**src/fiwp_pkg.sv**
```systemverilog
/*
  Constants, field positions and state codes for the flash write guard.
  Assumes a single 20 MHz system clock and synchronous active-high reset.
*/

package fiwp_pkg;

  // entry and key
  localparam logic [15:0] ENTRY_ADDR   = 16'hff03;
  localparam logic [7:0]  KEY_VALUE    = 8'h96;
  localparam logic [7:0]  KEY_RAM_ADDR = 8'hff;

  // flash command register codes
  localparam logic [7:0] CMD_SET_WE = 8'h08;
  localparam logic [7:0] CMD_CLR_WE = 8'h0b;

  // function codes
  localparam logic [7:0] FN_PROGRAM  = 8'h00;
  localparam logic [7:0] FN_VERSION  = 8'h01;
  localparam logic [7:0] FN_MISC_WR  = 8'h02;
  localparam logic [7:0] FN_MISC_RD  = 8'h03;
  localparam logic [7:0] FN_ERASE    = 8'h04;
  localparam logic [7:0] FN_SECT_CRC = 8'h05;
  localparam logic [7:0] FN_GLOB_CRC = 8'h06;

  // misc targets
  localparam logic [7:0] TG_CFG_LAST = 8'h03;
  localparam logic [7:0] TG_CCP      = 8'h10;
  localparam int         CFG_COUNT   = 4;
  localparam int         CFG_BOOT    = 3;
  localparam logic [7:0] CFG_RESET   = 8'h00;

  // boot status byte fields
  localparam int BS_AWE_BIT  = 7;
  localparam int BS_DISABLE_PROTECT_CLEAR_BIT = 7;
  localparam int BS_CWP_BIT  = 6;

  // returned status fields
  localparam int         ST_OI     = 0;
  localparam int         ST_SV     = 1;
  localparam int         ST_HVE    = 2;
  localparam int         ST_VE     = 3;
  localparam int         ST_FLAGS  = 4;
  localparam logic [3:0] ST_UNUSED = 4'h0;
  localparam logic [7:0] DATA_ZERO = 8'h00;

  typedef enum logic [1:0] {
    MODE_IAP = 2'h0,
    MODE_ISP = 2'h1,
    MODE_ICP = 2'h2,
    MODE_PAR = 2'h3
  } fiwp_mode_type;

  typedef enum logic [3:0] {
    ST_IDLE  = 4'h1,
    ST_CHECK = 4'h2,
    ST_CYCLE = 4'h4,
    ST_DONE  = 4'h8
  } fiwp_state_type;

endpackage : fiwp_pkg

```
**src/fiwp_guard.sv**
```systemverilog
/*
  Flash programming guard: entry dispatch, key check, write enable,
  configuration protection, self-timed cycle control and error status.
  Assumes CPU-side strobes and flash engine signals share clk_sys.
*/
`timescale 1ns/1ps
`default_nettype none

module fiwp_guard #(
  // version byte returned by the version call; value is arbitrary
  parameter logic [7:0] VERSION_ID = 8'h01
) (
  // clock and reset
  input  wire logic                    clk_sys,
  input  wire logic                    srst,
  input  wire logic                    clk_en,
  // call from CPU
  input  wire logic                    call_valid,
  input  wire logic [15:0]             call_addr,
  input  wire logic [7:0]              call_func,
  input  wire logic [7:0]              call_target,
  input  wire logic [7:0]              call_data,
  input  wire logic [7:0]              key_byte,
  input  wire fiwp_pkg::fiwp_mode_type prog_mode,
  output logic                         call_ready,
  // call result
  output logic                         call_done_q,
  output logic                         carry_q,
  output logic [7:0]                   status_q,
  output logic [7:0]                   result_q,
  output logic                         key_clear_q,
  output logic                         mcu_reset_q,
  output logic                         cpu_idle,
  // flash command and data registers
  input  wire logic                    fcmd_we,
  input  wire logic [7:0]              fcmd_wdata,
  input  wire logic                    fdata_we,
  input  wire logic [7:0]              fdata_wdata,
  // flash engine
  output logic                         cyc_start_q,
  output logic                         cyc_abort_q,
  input  wire logic                    cyc_done,
  input  wire logic                    hv_fault,
  input  wire logic                    verify_mismatch,
  input  wire logic                    security_block,
  input  wire logic                    irq_pending,
  // protection state
  output logic                         write_enable,
  output logic [7:0]                   boot_status
);

  fiwp_pkg::fiwp_state_type state_q;
  fiwp_pkg::fiwp_state_type state_d;

  logic [7:0] func_q;
  logic [7:0] target_q;
  logic [7:0] data_q;
  logic [7:0] rd_data_q;
  logic [7:0] cfg_q [fiwp_pkg::CFG_COUNT];
  logic       we_flag_q;
  logic       key_set;
  logic       key_clr;

  logic       accept;
  logic       keyed_call;
  logic       is_write;
  logic       uses_engine;
  logic       guarded;
  logic       cfg_target;
  logic       ccp_target;
  logic       write_enable_activate;
  logic       config_write_protect;
  logic       disable_protect_clear;
  logic       violation;
  logic       key_fail;
  logic [3:0] flag_set;
  logic [3:0] flag_q;

  assign boot_status  = cfg_q[fiwp_pkg::CFG_BOOT];
  assign write_enable_activate          = boot_status[fiwp_pkg::BS_AWE_BIT];
  assign config_write_protect          = boot_status[fiwp_pkg::BS_CWP_BIT];
  assign disable_protect_clear         = boot_status[fiwp_pkg::BS_DISABLE_PROTECT_CLEAR_BIT];
  assign write_enable = !write_enable_activate || we_flag_q;
  assign call_ready   = (state_q == fiwp_pkg::ST_IDLE);
  assign cpu_idle     = (state_q == fiwp_pkg::ST_CYCLE);
  assign status_q     = {fiwp_pkg::ST_UNUSED, flag_q};

  // only a call landing on the shared entry is dispatched
  assign accept     = call_ready && call_valid && call_addr == fiwp_pkg::ENTRY_ADDR;
  assign keyed_call = call_func == fiwp_pkg::FN_PROGRAM || call_func == fiwp_pkg::FN_ERASE;
  assign key_fail   = accept && keyed_call && key_byte != fiwp_pkg::KEY_VALUE;

  assign is_write    = func_q == fiwp_pkg::FN_PROGRAM || func_q == fiwp_pkg::FN_ERASE
                       || func_q == fiwp_pkg::FN_MISC_WR;
  assign uses_engine = func_q == fiwp_pkg::FN_PROGRAM || func_q == fiwp_pkg::FN_ERASE
                       || func_q == fiwp_pkg::FN_SECT_CRC || func_q == fiwp_pkg::FN_GLOB_CRC;
  assign guarded     = prog_mode == fiwp_pkg::MODE_IAP || prog_mode == fiwp_pkg::MODE_ISP;
  assign cfg_target  = func_q == fiwp_pkg::FN_MISC_WR && target_q <= fiwp_pkg::TG_CFG_LAST;
  assign ccp_target  = func_q == fiwp_pkg::FN_MISC_WR && target_q == fiwp_pkg::TG_CCP;

  always_comb begin
    violation = 1'b0;
    if (uses_engine && security_block) begin
      violation = 1'b1;
    end
    if (guarded && is_write && !write_enable) begin
      violation = 1'b1;
    end
    if (guarded && cfg_target && config_write_protect) begin
      violation = 1'b1;
    end
    if (guarded && ccp_target && disable_protect_clear) begin
      violation = 1'b1;
    end
  end

  fiwp_key_cmd u_key_cmd (
    .clk_sys     (clk_sys),
    .srst        (srst),
    .clk_en      (clk_en),
    .fcmd_we     (fcmd_we),
    .fcmd_wdata  (fcmd_wdata),
    .fdata_we    (fdata_we),
    .fdata_wdata (fdata_wdata),
    .set_q       (key_set),
    .clr_q       (key_clr)
  );

  // flag sets: abort, security, voltage, verify
  always_comb begin
    flag_set = 4'h0;
    if (state_q == fiwp_pkg::ST_CHECK) begin
      flag_set[fiwp_pkg::ST_SV] = violation;
    end
    if (state_q == fiwp_pkg::ST_CYCLE) begin
      flag_set[fiwp_pkg::ST_OI]  = irq_pending;
      flag_set[fiwp_pkg::ST_HVE] = !irq_pending && hv_fault;
      flag_set[fiwp_pkg::ST_VE]  = !irq_pending && !hv_fault && cyc_done && verify_mismatch
                                   && func_q == fiwp_pkg::FN_PROGRAM;
    end
  end

  for (genvar i = 0; i < fiwp_pkg::ST_FLAGS; i++) begin : g_flag
    fiwp_status_flag u_flag (
      .clk_sys (clk_sys),
      .srst    (srst),
      .clk_en  (clk_en),
      .set     (flag_set[i]),
      .clr     (accept),
      .flag_q  (flag_q[i])
    );
  end

  // call sequencing
  always_comb begin
    state_d = state_q;
    unique case (state_q)
      fiwp_pkg::ST_IDLE: begin
        if (accept && !key_fail) begin
          state_d = fiwp_pkg::ST_CHECK;
        end
      end
      fiwp_pkg::ST_CHECK: begin
        if (!violation && uses_engine) begin
          state_d = fiwp_pkg::ST_CYCLE;
        end else begin
          state_d = fiwp_pkg::ST_DONE;
        end
      end
      fiwp_pkg::ST_CYCLE: begin
        if (irq_pending || hv_fault || cyc_done) begin
          state_d = fiwp_pkg::ST_DONE;
        end
      end
      fiwp_pkg::ST_DONE: begin
        state_d = fiwp_pkg::ST_IDLE;
      end
      default: begin
        state_d = fiwp_pkg::ST_IDLE;
      end
    endcase
  end

  always_ff @(posedge clk_sys) begin
    if (srst) begin
      state_q <= fiwp_pkg::ST_IDLE;
    end else if (clk_en) begin
      state_q <= state_d;
    end
  end

  always_ff @(posedge clk_sys) begin
    if (srst) begin
      func_q   <= fiwp_pkg::DATA_ZERO;
      target_q <= fiwp_pkg::DATA_ZERO;
      data_q   <= fiwp_pkg::DATA_ZERO;
    end else if (clk_en && accept) begin
      func_q   <= call_func;
      target_q <= call_target;
      data_q   <= call_data;
    end
  end

  // flash engine strobes
  always_ff @(posedge clk_sys) begin
    if (srst) begin
      cyc_start_q <= 1'b0;
      cyc_abort_q <= 1'b0;
    end else if (clk_en) begin
      cyc_start_q <= state_q == fiwp_pkg::ST_CHECK && !violation && uses_engine;
      cyc_abort_q <= state_q == fiwp_pkg::ST_CYCLE && (irq_pending || hv_fault);
    end
  end

  // software write enable; a set beats a clear in the same cycle
  always_ff @(posedge clk_sys) begin
    if (srst) begin
      we_flag_q <= 1'b0;
    end else if (clk_en) begin
      if (key_set || (accept && prog_mode == fiwp_pkg::MODE_ISP)) begin
        we_flag_q <= 1'b1;
      end else if (key_clr || (state_q == fiwp_pkg::ST_DONE && is_write)) begin
        we_flag_q <= 1'b0;
      end
    end
  end

  // config bytes held in flops; no nonvolatile backing modelled here
  always_ff @(posedge clk_sys) begin
    if (srst) begin
      for (int i = 0; i < fiwp_pkg::CFG_COUNT; i++) begin
        cfg_q[i] <= fiwp_pkg::CFG_RESET;
      end
    end else if (clk_en && state_q == fiwp_pkg::ST_CHECK && !violation) begin
      if (cfg_target) begin
        cfg_q[target_q[1:0]] <= data_q;
      end else if (ccp_target) begin
        cfg_q[fiwp_pkg::CFG_BOOT][fiwp_pkg::BS_CWP_BIT] <= 1'b0;
        if (!guarded) begin
          cfg_q[fiwp_pkg::CFG_BOOT][fiwp_pkg::BS_DISABLE_PROTECT_CLEAR_BIT] <= 1'b0;
        end
      end
    end
  end

  // read data captured while checking
  always_ff @(posedge clk_sys) begin
    if (srst) begin
      rd_data_q <= fiwp_pkg::DATA_ZERO;
    end else if (clk_en && state_q == fiwp_pkg::ST_CHECK) begin
      if (func_q == fiwp_pkg::FN_VERSION) begin
        rd_data_q <= VERSION_ID;
      end else if (func_q == fiwp_pkg::FN_MISC_RD && target_q <= fiwp_pkg::TG_CFG_LAST) begin
        rd_data_q <= cfg_q[target_q[1:0]];
      end else begin
        rd_data_q <= fiwp_pkg::DATA_ZERO;
      end
    end
  end

  // completion; carry and result stand until the next completion, done and key clear pulse for one cycle
  always_ff @(posedge clk_sys) begin
    if (srst) begin
      call_done_q <= 1'b0;
      key_clear_q <= 1'b0;
      carry_q     <= 1'b0;
      result_q    <= fiwp_pkg::DATA_ZERO;
    end else if (clk_en) begin
      call_done_q <= state_q == fiwp_pkg::ST_DONE;
      key_clear_q <= state_q == fiwp_pkg::ST_DONE;
      if (state_q == fiwp_pkg::ST_DONE) begin
        carry_q  <= |flag_q;
        result_q <= (|flag_q) ? status_q : rd_data_q;
      end
    end
  end

  always_ff @(posedge clk_sys) begin
    if (srst) begin
      mcu_reset_q <= 1'b0;
    end else if (clk_en) begin
      mcu_reset_q <= key_fail;
    end
  end
endmodule : fiwp_guard
`default_nettype wire

```
**src/fiwp_key_cmd.sv**
```systemverilog
/*
  Keyed command decoder: a command write followed by a key data write.
  Assumes command and data strobes come from same-clock CPU logic.
*/
`timescale 1ns/1ps
`default_nettype none

module fiwp_key_cmd (
  // clock and reset
  input  wire logic       clk_sys,
  input  wire logic       srst,
  input  wire logic       clk_en,
  // register writes
  input  wire logic       fcmd_we,
  input  wire logic [7:0] fcmd_wdata,
  input  wire logic       fdata_we,
  input  wire logic [7:0] fdata_wdata,
  // decoded pulses
  output logic            set_q,
  output logic            clr_q
);

  logic       armed_q;
  logic [7:0] cmd_q;

  // any other command write re-arms with the new code
  always_ff @(posedge clk_sys) begin
    if (srst) begin
      armed_q <= 1'b0;
      cmd_q   <= fiwp_pkg::DATA_ZERO;
    end else if (clk_en) begin
      if (fcmd_we) begin
        armed_q <= 1'b1;
        cmd_q   <= fcmd_wdata;
      end else if (fdata_we) begin
        armed_q <= 1'b0;
      end
    end
  end

  always_ff @(posedge clk_sys) begin
    if (srst) begin
      set_q <= 1'b0;
      clr_q <= 1'b0;
    end else if (clk_en) begin
      set_q <= armed_q && !fcmd_we && fdata_we && fdata_wdata == fiwp_pkg::KEY_VALUE
               && cmd_q == fiwp_pkg::CMD_SET_WE;
      clr_q <= armed_q && !fcmd_we && fdata_we && fdata_wdata == fiwp_pkg::KEY_VALUE
               && cmd_q == fiwp_pkg::CMD_CLR_WE;
    end
  end

endmodule : fiwp_key_cmd
`default_nettype wire

```
**src/fiwp_status_flag.sv**
```systemverilog
/*
  One sticky status flag; a set in the clearing cycle wins.
  Assumes set and clear are same-clock pulses.
*/
`timescale 1ns/1ps
`default_nettype none

module fiwp_status_flag (
  // clock and reset
  input  wire logic clk_sys,
  input  wire logic srst,
  input  wire logic clk_en,
  // control
  input  wire logic set,
  input  wire logic clr,
  // state
  output logic      flag_q
);

  always_ff @(posedge clk_sys) begin
    if (srst) begin
      flag_q <= 1'b0;
    end else if (clk_en) begin
      if (set) begin
        flag_q <= 1'b1;
      end else if (clr) begin
        flag_q <= 1'b0;
      end
    end
  end

endmodule : fiwp_status_flag
`default_nettype wire
```
**config.mk**
```make
export PLATFORM = sky130hd
export DESIGN_NAME = fiwp_guard
export DESIGN_NICKNAME = d
export VERILOG_FILES = /design/src/fiwp_pkg.sv /design/src/fiwp_guard.sv /design/src/fiwp_key_cmd.sv /design/src/fiwp_status_flag.sv
export SDC_FILE = /design/constraint.sdc
export NUM_CORES = 1
export LEC_CHECK = 0
export ABC_CLOCK_PERIOD_IN_PS = 3000
export BUFFER_PORTS_ARGS = -buffer_cell sky130_fd_sc_hd__buf_4
export CORE_AREA = 5 5 157 84
export CTS_BUF_LIST = sky130_fd_sc_hd__clkbuf_4 sky130_fd_sc_hd__clkbuf_8
export DETAILED_ROUTE_END_ITERATION = 10
export DIE_AREA = 0 0 162 89
export PLACE_DENSITY = 0.63
export SLEW_MARGIN = 20
export SYNTH_ARGS = -nofsm -noshare
export SYNTH_HDL_FRONTEND = slang
export SYNTH_SLANG_ARGS = --single-unit
```
**constraint.sdc**
```tcl
create_clock -name clk_sys -period 3 [get_ports clk_sys]
set_input_delay 0.3 -clock clk_sys [delete_from_list [all_inputs] [get_ports clk_sys]]
set_output_delay 0.3 -clock clk_sys [all_outputs]
set_load 0.005 [all_outputs]
```
==> results of run 1 <==
cells by family (layout without fill, tap and decap cells):
family          after synthesis  in the layout
compound gates               59             59
buf+inv                      37            130
other cells                   1              4
mux                          38             38
simple gates                189            189
flops                        99             99
flip-flops by register name, summed over array words and instances, names as in the netlist, 4 cells and up, named ones only:
register,cells
u_key_cmd.cmd_q,8
func_q,8
state_q,4
cfg_q,32
rd_data_q,8
g_flag.u_flag.flag_q,4
target_q,8
result_q,8
data_q,8
Yosys cell counts, types with 7 or more instances:
cell / count
clkbuf_1: 16
a22oi_1: 13
a21oi_1: 22
mux2i_1: 30
edfxtp_1: 32
nor2_1: 51
nand3_1: 12
dfxtp_1: 67
nand2_1: 32
mux4_2: 8
or2_2: 7
buf_4: 9
and2_1: 32
final timing paths:
| check | slack, ps | end | startpoint | depth (start not counted) |
|---|---|---|---|---|
| setup reg to reg | 210 | cfg_q[2][1]$_SDFFCE_PN0P_ | func_q[3]$_SDFFE_PP0P_ | 6 |
| hold / removal | 150 | data_q[1]$_SDFFE_PP0P_ | call_data[1] | 3 |
| setup / recovery | 210 | cfg_q[2][1]$_SDFFCE_PN0P_ | func_q[3]$_SDFFE_PP0P_ | 6 |
| hold reg to reg | 460 | result_q[3]$_SDFFE_PP0P_ | rd_data_q[3]$_SDFFE_PP0P_ | 2 |
power by group through the flow:
| stage | sequential, uW | clock [uW] | combinational, uW |
|---|---|---|---|
| detailed placement | 1460 | 0 | 184 |
| finish | 1430 | 929 | 183 |
| CTS | 1430 | 957 | 185 |
| floorplan | 1440 | 0 | 85.5 |
| global placement | 1460 | 0 | 181 |
| global route | 1430 | 1010 | 202 |
metal layers:
layer	global-route usage [%]	wire, um
met4	3.22	68
met2	21.6	4420
met3	5.44	1110
met1	27.3	6440
met5	0	0
stage by stage:
step	setup WS, ps	utilization, %
after global routing	96.1	48.1
after detailed placement	233	46.2
after floorplan	530	-
after global placement	338	46.2
final	214	48.1
after CTS	207	48.1
final cells by class:
type	instances	area, um2	share of cell area, %
clock inverter	7	95.1	1.71
sequential	99	2300	41.4
inverter	3	11.3	0.203
tap	150	188	3.38
clock buffer	9	124	2.23
timing repair buffer	111	833	15.0
multi-input combinational	290	2000	36.1
worst max-delay path: stages, from the launching register on:
cell and delay (ps):
dfxtp_1 330, or4_4 570, nor3_4 180, or4b_1 590
buf_4 230, nor4_4 290, or2_1 300
==> impl_metrics.csv, run 1 <==
group,metric,value,unit
place,port_buffers,105,
power_and_ir_drop,comb_power_share,7.2,%
clocking,clock_sinks,99,
timing,tightest_slew,851,ps
outcome,outcome,"complete, no violations",
setup_path,required,3060,ps
power_and_ir_drop,p_seq_share,56.2,%
timing,fin_crit_sh,92.9,%
detailed_routing,first_iter_violations,338,
clocking,cts_tree,"done",
yosys,synthAdderAreaFrac,0,%
job,cap_violations,0,
yosys,synth_top_area_share,29.6,%
grt,grt.overflow.total,0,
setup_path,critPathKind,"reg -> reg",
final_layout,synthToLayoutAreaGrowth,22.8,%
clocking,cts_max_path_buffers,2,
place,placed_area,5340,um2
detailed_routing,ant_nets,0,
timing,hold_viol_final,0,
yosys,syn-instance-count,423,
yosys,async_flop_share,0,%
power_and_ir_drop,switching_share,24.4,%
power_and_ir_drop,power_switching,620,uW
setup_path,critical_path_peak_fanout,6,
yosys,synth_area,4520,um2
yosys,synth_area_per_cell,10.7,um2
timing,finalMaxSlewViolations,0,
timing,max_freq,0.359,GHz
clocking,cts_made_buffers,9,
power_and_ir_drop,finalPower,2540,uW
timing,rsz0062_at_grt,"false",
final_layout,drive_gt1_share,30.1,%
clocking,cts-resized-gates,0,
detailed_routing,drtPass1Iterations,5,
timing,slew_headroom,43.2,%
worst_hold_path,worstHoldPathType,"in -> reg",
timing,period_needed,2790,ps
yosys,synth_xor_area_share,0,%
floorplan,start_util,39.1,%
detailed_routing,viasPerCell,5.19,
yosys,synth_edf_count,32,
floorplan,die_h,89,um
final_layout,fin_cells,669,
clocking,ctsHoldBuffers,0,
grt,antenna_found_initial,0,
grt,grt_max_degree,83,
grt,grtUsageTotal,17.0,%
yosys,synth_mux_area_share,10.6,%
final_layout,fillers,1107,
power_and_ir_drop,power.internal,1920,uW
clocking,htreeDepth,3,
yosys,seq_area_frac_synth,50.9,%
floorplan,core_area,11600,um2
clocking,clk_pin_slew_worst_paths,110,ps
place,dp.final_hpwl,9420,um
place,dpl.cell_count,653,
detailed_routing,post_drt_wl_per_cell,18.0,um
final_layout,final_common_cell,"buf_4",
grt,grt_pass1_wl,18800,um
yosys,synthSimpleGateAreaFrac,24.7,%
yosys,synth_compound_area_share,8.66,%
setup_path,endpoint_kind,"flop",
final_layout,antenna_cells,0,
yosys,yosysWarnings,0,
detailed_routing,wirelength,12000,um
yosys,ys_ff_latch,99,
final_layout,final_nets,591,
timing,tns,0,ps
final_layout,final_cell_area,5560,um2
detailed_routing,remaining_drc_errors,0,
floorplan,num_rows,28,
yosys,yosysUniqueCellTypes,53,
grt,grt_pass1_vias,3442,
yosys,synthTopCellsByArea,"dfxtp_1, edfxtp_1, mux2i_1, and2_1, nor2_1",
yosys,ys.flop_type,"dfxtp_1",
power_and_ir_drop,cellPowerDensity,457,nW/um2
setup_path,arrival,2850,ps
setup_path,start_kind,"flop",
clocking,postCtsSetupBuffers,0,
power_and_ir_drop,vdd_ir_drop_max,0.000198,V
timing,skew,17.7,ps
clocking,cts_root_buf,"clkbuf_8",
floorplan,num_io_pins,110,
clocking,insertion_delay,380,ps
final_layout,layout_common_cells,"buf_4, dfxtp_1, nor2_1",
yosys,synth_top_family_by_area,"simple AND/OR/NAND/NOR gates",
timing,holdWs,153,ps
detailed_routing,via_count,3470,
timing,setup_viol,0,
power_and_ir_drop,p_leak,0.00232,uW
place,place.gp.congestion,0.824,
yosys,yosys.area.top_type,"dfxtp_1",
floorplan,dieArea,14400,um2
power_and_ir_drop,clkPwrFrac,36.6,%
floorplan,die_x,162,um
Power figures use the tool's default switching activity.
==> run 2, diff against run 1 <==
--- a/config.mk
+++ b/config.mk
@@ -8,7 +8,6 @@
 export ABC_CLOCK_PERIOD_IN_PS = 3000
 export BUFFER_PORTS_ARGS = -buffer_cell sky130_fd_sc_hd__buf_4
 export CORE_AREA = 5 5 157 84
-export CTS_BUF_LIST = sky130_fd_sc_hd__clkbuf_4 sky130_fd_sc_hd__clkbuf_8
 export DETAILED_ROUTE_END_ITERATION = 10
 export DIE_AREA = 0 0 162 89
 export PLACE_DENSITY = 0.63
==> impl_metrics.csv, run 2 (synthesized netlist as in run 1, its figures left out) <==
group,metric,value,unit
outcome,outcome,"complete, no violations",
worst_hold_path,worstHoldPathType,"in -> reg",
final_layout,multi_input_area,2000,um2
final_layout,antenna_cells,0,
timing,holdWs,178,ps
place,place.gp.congestion,0.824,
job,cap_violations,0,
setup_path,max_stage_delay,590,ps
clocking,clock_sinks,99,
final_layout,synthToLayoutAreaGrowth,24.9,%
setup_path,crit_path_start,"func_q[3]$_SDFFE_PP0P_",
worst_hold_path,holdCritStartpoint,"call_data[1]",
clocking,insertion_delay,350,ps
setup_path,arrival,2830,ps
place,dpl.cell_count,653,
timing,tns,0,ps
power_and_ir_drop,finalPower,2800,uW
grt,grt_max_degree,83,
timing,max_freq,0.358,GHz
place,port_buffers,105,
setup_path,critical_path_peak_fanout,6,
timing,setup_viol,0,
timing,period_needed,2790,ps
timing,skew,9.30,ps
setup_path,reg2reg_slack,210,ps
setup_path,cp_slowest_cell,"or4b_1",
detailed_routing,viasPerCell,5.22,
place,dp.final_hpwl,9420,um
grt,grtUsageTotal,17.1,%
setup_path,cp_cell_sequence,"or4_4 -> nor3_4 -> or4b_1 -> buf_4 -> nor4_4 -> or2_1",
timing,fin_crit_sh,93.1,%
detailed_routing,post_drt_wl_per_cell,18.1,um
floorplan,num_io_pins,110,
timing,rsz0062_at_grt,"false",
detailed_routing,wirelength,12100,um
power_and_ir_drop,vdd_ir_drop_max,0.000271,V
floorplan,die_x,162,um
final_layout,final_nets,591,
timing,slew_headroom,43.6,%
setup_path,worstReg2RegStart,"func_q[3]$_SDFFE_PP0P_",
detailed_routing,remaining_drc_errors,0,
clocking,ctsHoldBuffers,0,
detailed_routing,first_iter_violations,358,
floorplan,core_area,11600,um2
clocking,postCtsSetupBuffers,0,
timing,finalMaxSlewViolations,0,
detailed_routing,ant_nets,0,
clocking,cts_made_buffers,9,
final_layout,final_common_cell,"buf_4",
setup_path,path_buf_inv,1,
timing,tightest_slew,847,ps
floorplan,die_h,89,um
final_layout,regMostFlops,"cfg_q",
grt,antenna_found_initial,0,
floorplan,dieArea,14400,um2
clocking,clk_pin_slew_worst_paths,70,ps
final_layout,largest_register_ff_count,32,
grt,grt_pass1_wl,18900,um
final_layout,layout_common_cells,"buf_4, dfxtp_1, nor2_1",
clocking,cts-resized-gates,0,
setup_path,endpoint_kind,"flop",
grt,grt_pass1_vias,3444,
final_layout,fin_cells,669,
setup_path,critPathKind,"reg -> reg",
final_layout,fillers,1100,
final_layout,drive_gt1_share,30.1,%
clocking,cts_tree,"done",
clocking,htreeDepth,3,
timing,hold_viol_final,0,
clocking,cts_root_buf,"clkbuf_16",
clocking,cts_max_path_buffers,2,
power_and_ir_drop,cellPowerDensity,496,nW/um2
detailed_routing,drtPass1Iterations,5,
floorplan,start_util,39.1,%
floorplan,num_rows,28,
power_and_ir_drop,p_leak,0.00236,uW
final_layout,ff_latch_area,2300,um2
setup_path,cp_top_family,"simple AND/OR/NAND/NOR gates",
setup_path,required,3030,ps
grt,grt.overflow.total,0,
setup_path,start_kind,"flop",
detailed_routing,via_count,3494,
[run 2: worst paths after layout]
kind	end	depth (start not counted)
worst max-delay path	cfg_q[2][1]$_SDFFCE_PN0P_	6
worst max register to register	cfg_q[2][1]$_SDFFCE_PN0P_	6
worst min register to register	u_key_cmd.cmd_q[3]$_SDFFE_PP0P_	2
worst min-delay path	data_q[1]$_SDFFE_PP0P_	3
[run 2: layout make-up]
| class | count | share of cell area (%) |
|---|---|---|
| clock buffers | 10 | 4.43 |
| clock inverters | 6 | 1.15 |
| inverters | 3 | 0.199 |
| multi-input cells | 290 | 35.4 |
| flip-flops and latches | 99 | 40.7 |
| well taps | 150 | 3.32 |
| repair buffers | 111 | 14.7 |
[run 2: where the power goes]
part           switching (uW)  internal, uW  total (uW)
Sequential               20.0          1410        1430
Combinational            80.8           102         183
Clock                     555           638        1190
[run 2: per-layer routing]
| layer | vias to the layer above | track usage (%) | routed length, um | part of all wire (%) |
|---|---|---|---|---|
| li1 | 1703 | - | - | - |
| met1 | 1652 | 27.4 | 6540 | 54 |
| met2 | 128 | 21.6 | 4470 | 37 |
| met3 | 11 | 5.71 | 1000 | 8.3 |
| met4 | 0 | 3.22 | 87 | 0.72 |
| met5 | - | 0 | 0 | 0 |
[run 2: worst register-to-register path: cells and delay by family (launching register included)]
family                 cells  cell delay (ps)
buffers and inverters      1              230
flip-flops                 1              320
AND/OR/NAND/NOR            5             1930
[run 2: stage by stage]
step	worst slack, ps	instance area (um2)	utilization [%]
after floorplan	530	4540	-
after global placement	338	5340	46.2
after detailed placement	233	5340	46.2
after CTS	211	5650	48.9
after global routing	97.0	5650	48.9
final	208	5650	48.9
==> run 3, diff against run 2 <==
--- a/config.mk
+++ b/config.mk
@@ -7,10 +7,11 @@
 export LEC_CHECK = 0
 export ABC_CLOCK_PERIOD_IN_PS = 3000
 export BUFFER_PORTS_ARGS = -buffer_cell sky130_fd_sc_hd__buf_4
+export CAP_MARGIN = 20
 export CORE_AREA = 5 5 157 84
 export DETAILED_ROUTE_END_ITERATION = 10
 export DIE_AREA = 0 0 162 89
-export PLACE_DENSITY = 0.63
+export PLACE_DENSITY_LB_ADDON = 0.05
 export SLEW_MARGIN = 20
 export SYNTH_ARGS = -nofsm -noshare
 export SYNTH_HDL_FRONTEND = slang
==> impl_metrics.csv, run 3 (synthesized netlist as in run 1, its figures left out) <==
group,metric,value,unit
outcome,outcome,"complete, no violations",
power_and_ir_drop,p_leak,0.00236,uW
grt,antenna_found_initial,0,
final_layout,fillers,1078,
final_layout,utilization,48.9,%
detailed_routing,viasPerCell,5.27,
worst_hold_path,worstHoldPathType,"in -> reg",
floorplan,die_h,89,um
place,port_buffers,105,
detailed_routing,drtPass1Iterations,4,
timing,rsz0062_at_grt,"false",
clocking,cts-resized-gates,0,
floorplan,die_x,162,um
job,cap_violations,0,
detailed_routing,via_count,3529,
clocking,clock_sinks,99,
setup_path,arrival,2860,ps
setup_path,cp_slowest_cell,"or4b_1",
timing,max_freq,0.353,GHz
detailed_routing,ant_nets,0,
detailed_routing,top_layer,"met4",
grt,grt_pass1_wl,18300,um
clocking,insertion_delay,340,ps
setup_path,cp_cell_sequence,"or4_4 -> nor3_4 -> or4b_1 -> nor4_4 -> or2_1",
timing,tns,0,ps
final_layout,layout_common_cells,"buf_4, dfxtp_1, nor2_1",
clocking,htreeDepth,3,
place,dp.final_hpwl,9410,um
final_layout,drive_gt1_share,30.2,%
clocking,cts_made_buffers,9,
place,place.gp.congestion,0.824,
timing,slew_headroom,57.5,%
final_layout,final_nets,592,
setup_path,critical_path_peak_fanout,11,
floorplan,core_area,11600,um2
clocking,postCtsSetupBuffers,0,
timing,period_needed,2830,ps
final_layout,regMostFlops,"cfg_q",
grt,grt_max_degree,49,
worst_hold_path,holdCritStartpoint,"call_data[3]",
setup_path,worstReg2RegStart,"func_q[3]$_SDFFE_PP0P_",
power_and_ir_drop,cellPowerDensity,490,nW/um2
setup_path,crit_path_start,"func_q[3]$_SDFFE_PP0P_",
detailed_routing,post_drt_wl_per_cell,18.2,um
clocking,ctsHoldBuffers,0,
clocking,cts_max_path_buffers,2,
timing,finalMaxSlewViolations,0,
floorplan,dieArea,14400,um2
setup_path,endpoint_kind,"flop",
setup_path,path_buf_inv,0,
grt,grt.overflow.total,0,
timing,hold_viol_final,0,
floorplan,start_util,39.1,%
grt,grt_pass1_vias,3284,
detailed_routing,remaining_drc_errors,0,
timing,tightest_slew,636,ps
detailed_routing,route.met2.wl,4550,um
floorplan,num_io_pins,110,
floorplan,num_rows,28,
setup_path,critPathKind,"reg -> reg",
final_layout,final_common_cell,"buf_4",
detailed_routing,first_iter_violations,243,
setup_path,cp_top_family,"simple AND/OR/NAND/NOR gates",
clocking,cts_tree,"done",
final_layout,antenna_cells,0,
place,dp_slack,185,ps
timing,skew,8.63,ps
grt,grtUsageTotal,16.8,%
clocking,clk_pin_slew_worst_paths,70,ps
timing,layout_setup_ws,171,ps
timing,setup_viol,0,
timing,fin_crit_sh,94.3,%
final_layout,final_cell_area,5650,um2
power_and_ir_drop,vdd_ir_drop_max,0.000241,V
setup_path,required,3030,ps
detailed_routing,wl_met1,6470,um
place,placed_area,5350,um2
final_layout,largest_register_ff_count,32,
clocking,cts_root_buf,"clkbuf_16",
setup_path,start_kind,"flop",
final_layout,synthToLayoutAreaGrowth,24.8,%
setup_path,max_stage_delay,680,ps
power_and_ir_drop,finalPower,2770,uW
detailed_routing,wirelength,12200,um
detailed_routing,wl_met3,1090,um
run 3: worst paths after layout:
check	to	slack, ps	cells after the start
max	cfg_q[1][1]$_SDFFCE_PN0P_	170	5
min	data_q[3]$_SDFFE_PP0P_	190	3
max reg2reg	cfg_q[1][1]$_SDFFCE_PN0P_	170	5
min reg2reg	result_q[3]$_SDFFE_PP0P_	460	2
run 3: per-stage QoR:
step / hold slack (ps) / instances
floorplan: 431 / 426
global placement: 439 / 654
detailed placement: 452 / 654
CTS: 180 / 670
global route: 177 / 670
finish: 187 / 670
run 3: tightest hold or removal path: cells and delay by family:
kind | cells | cell delay [ps]
multiplexers | 1 | 50
buffers and inverters | 1 | 80
AND/OR/NAND/NOR | 1 | 70
run 3: area by class of cell:
type                            instances  area [um2]  share of cell area, %
Sequential cell                        99        2300                   40.8
Multi-Input combinational cell        290        2000                   35.5
Timing Repair Buffer                  112         841                   14.9
Clock buffer                           10         250                   4.43
Tap cell                              150         188                   3.32
Clock inverter                          6        52.6                  0.930
Inverter                                3        11.3                  0.199
run 3: metal layers:
metal,up-vias,global-route usage [%]
li1,1703,-
met1,1667,27.4
met2,143,21.0
met3,16,5.53
met4,0,2.53
met5,-,0
run 3: power breakdown:
| part | internal [uW] | switching (uW) | total [uW] |
|---|---|---|---|
| clock network | 628 | 528 | 1160 |
| registers | 1410 | 21.4 | 1430 |
| logic | 104 | 82.3 | 186 |
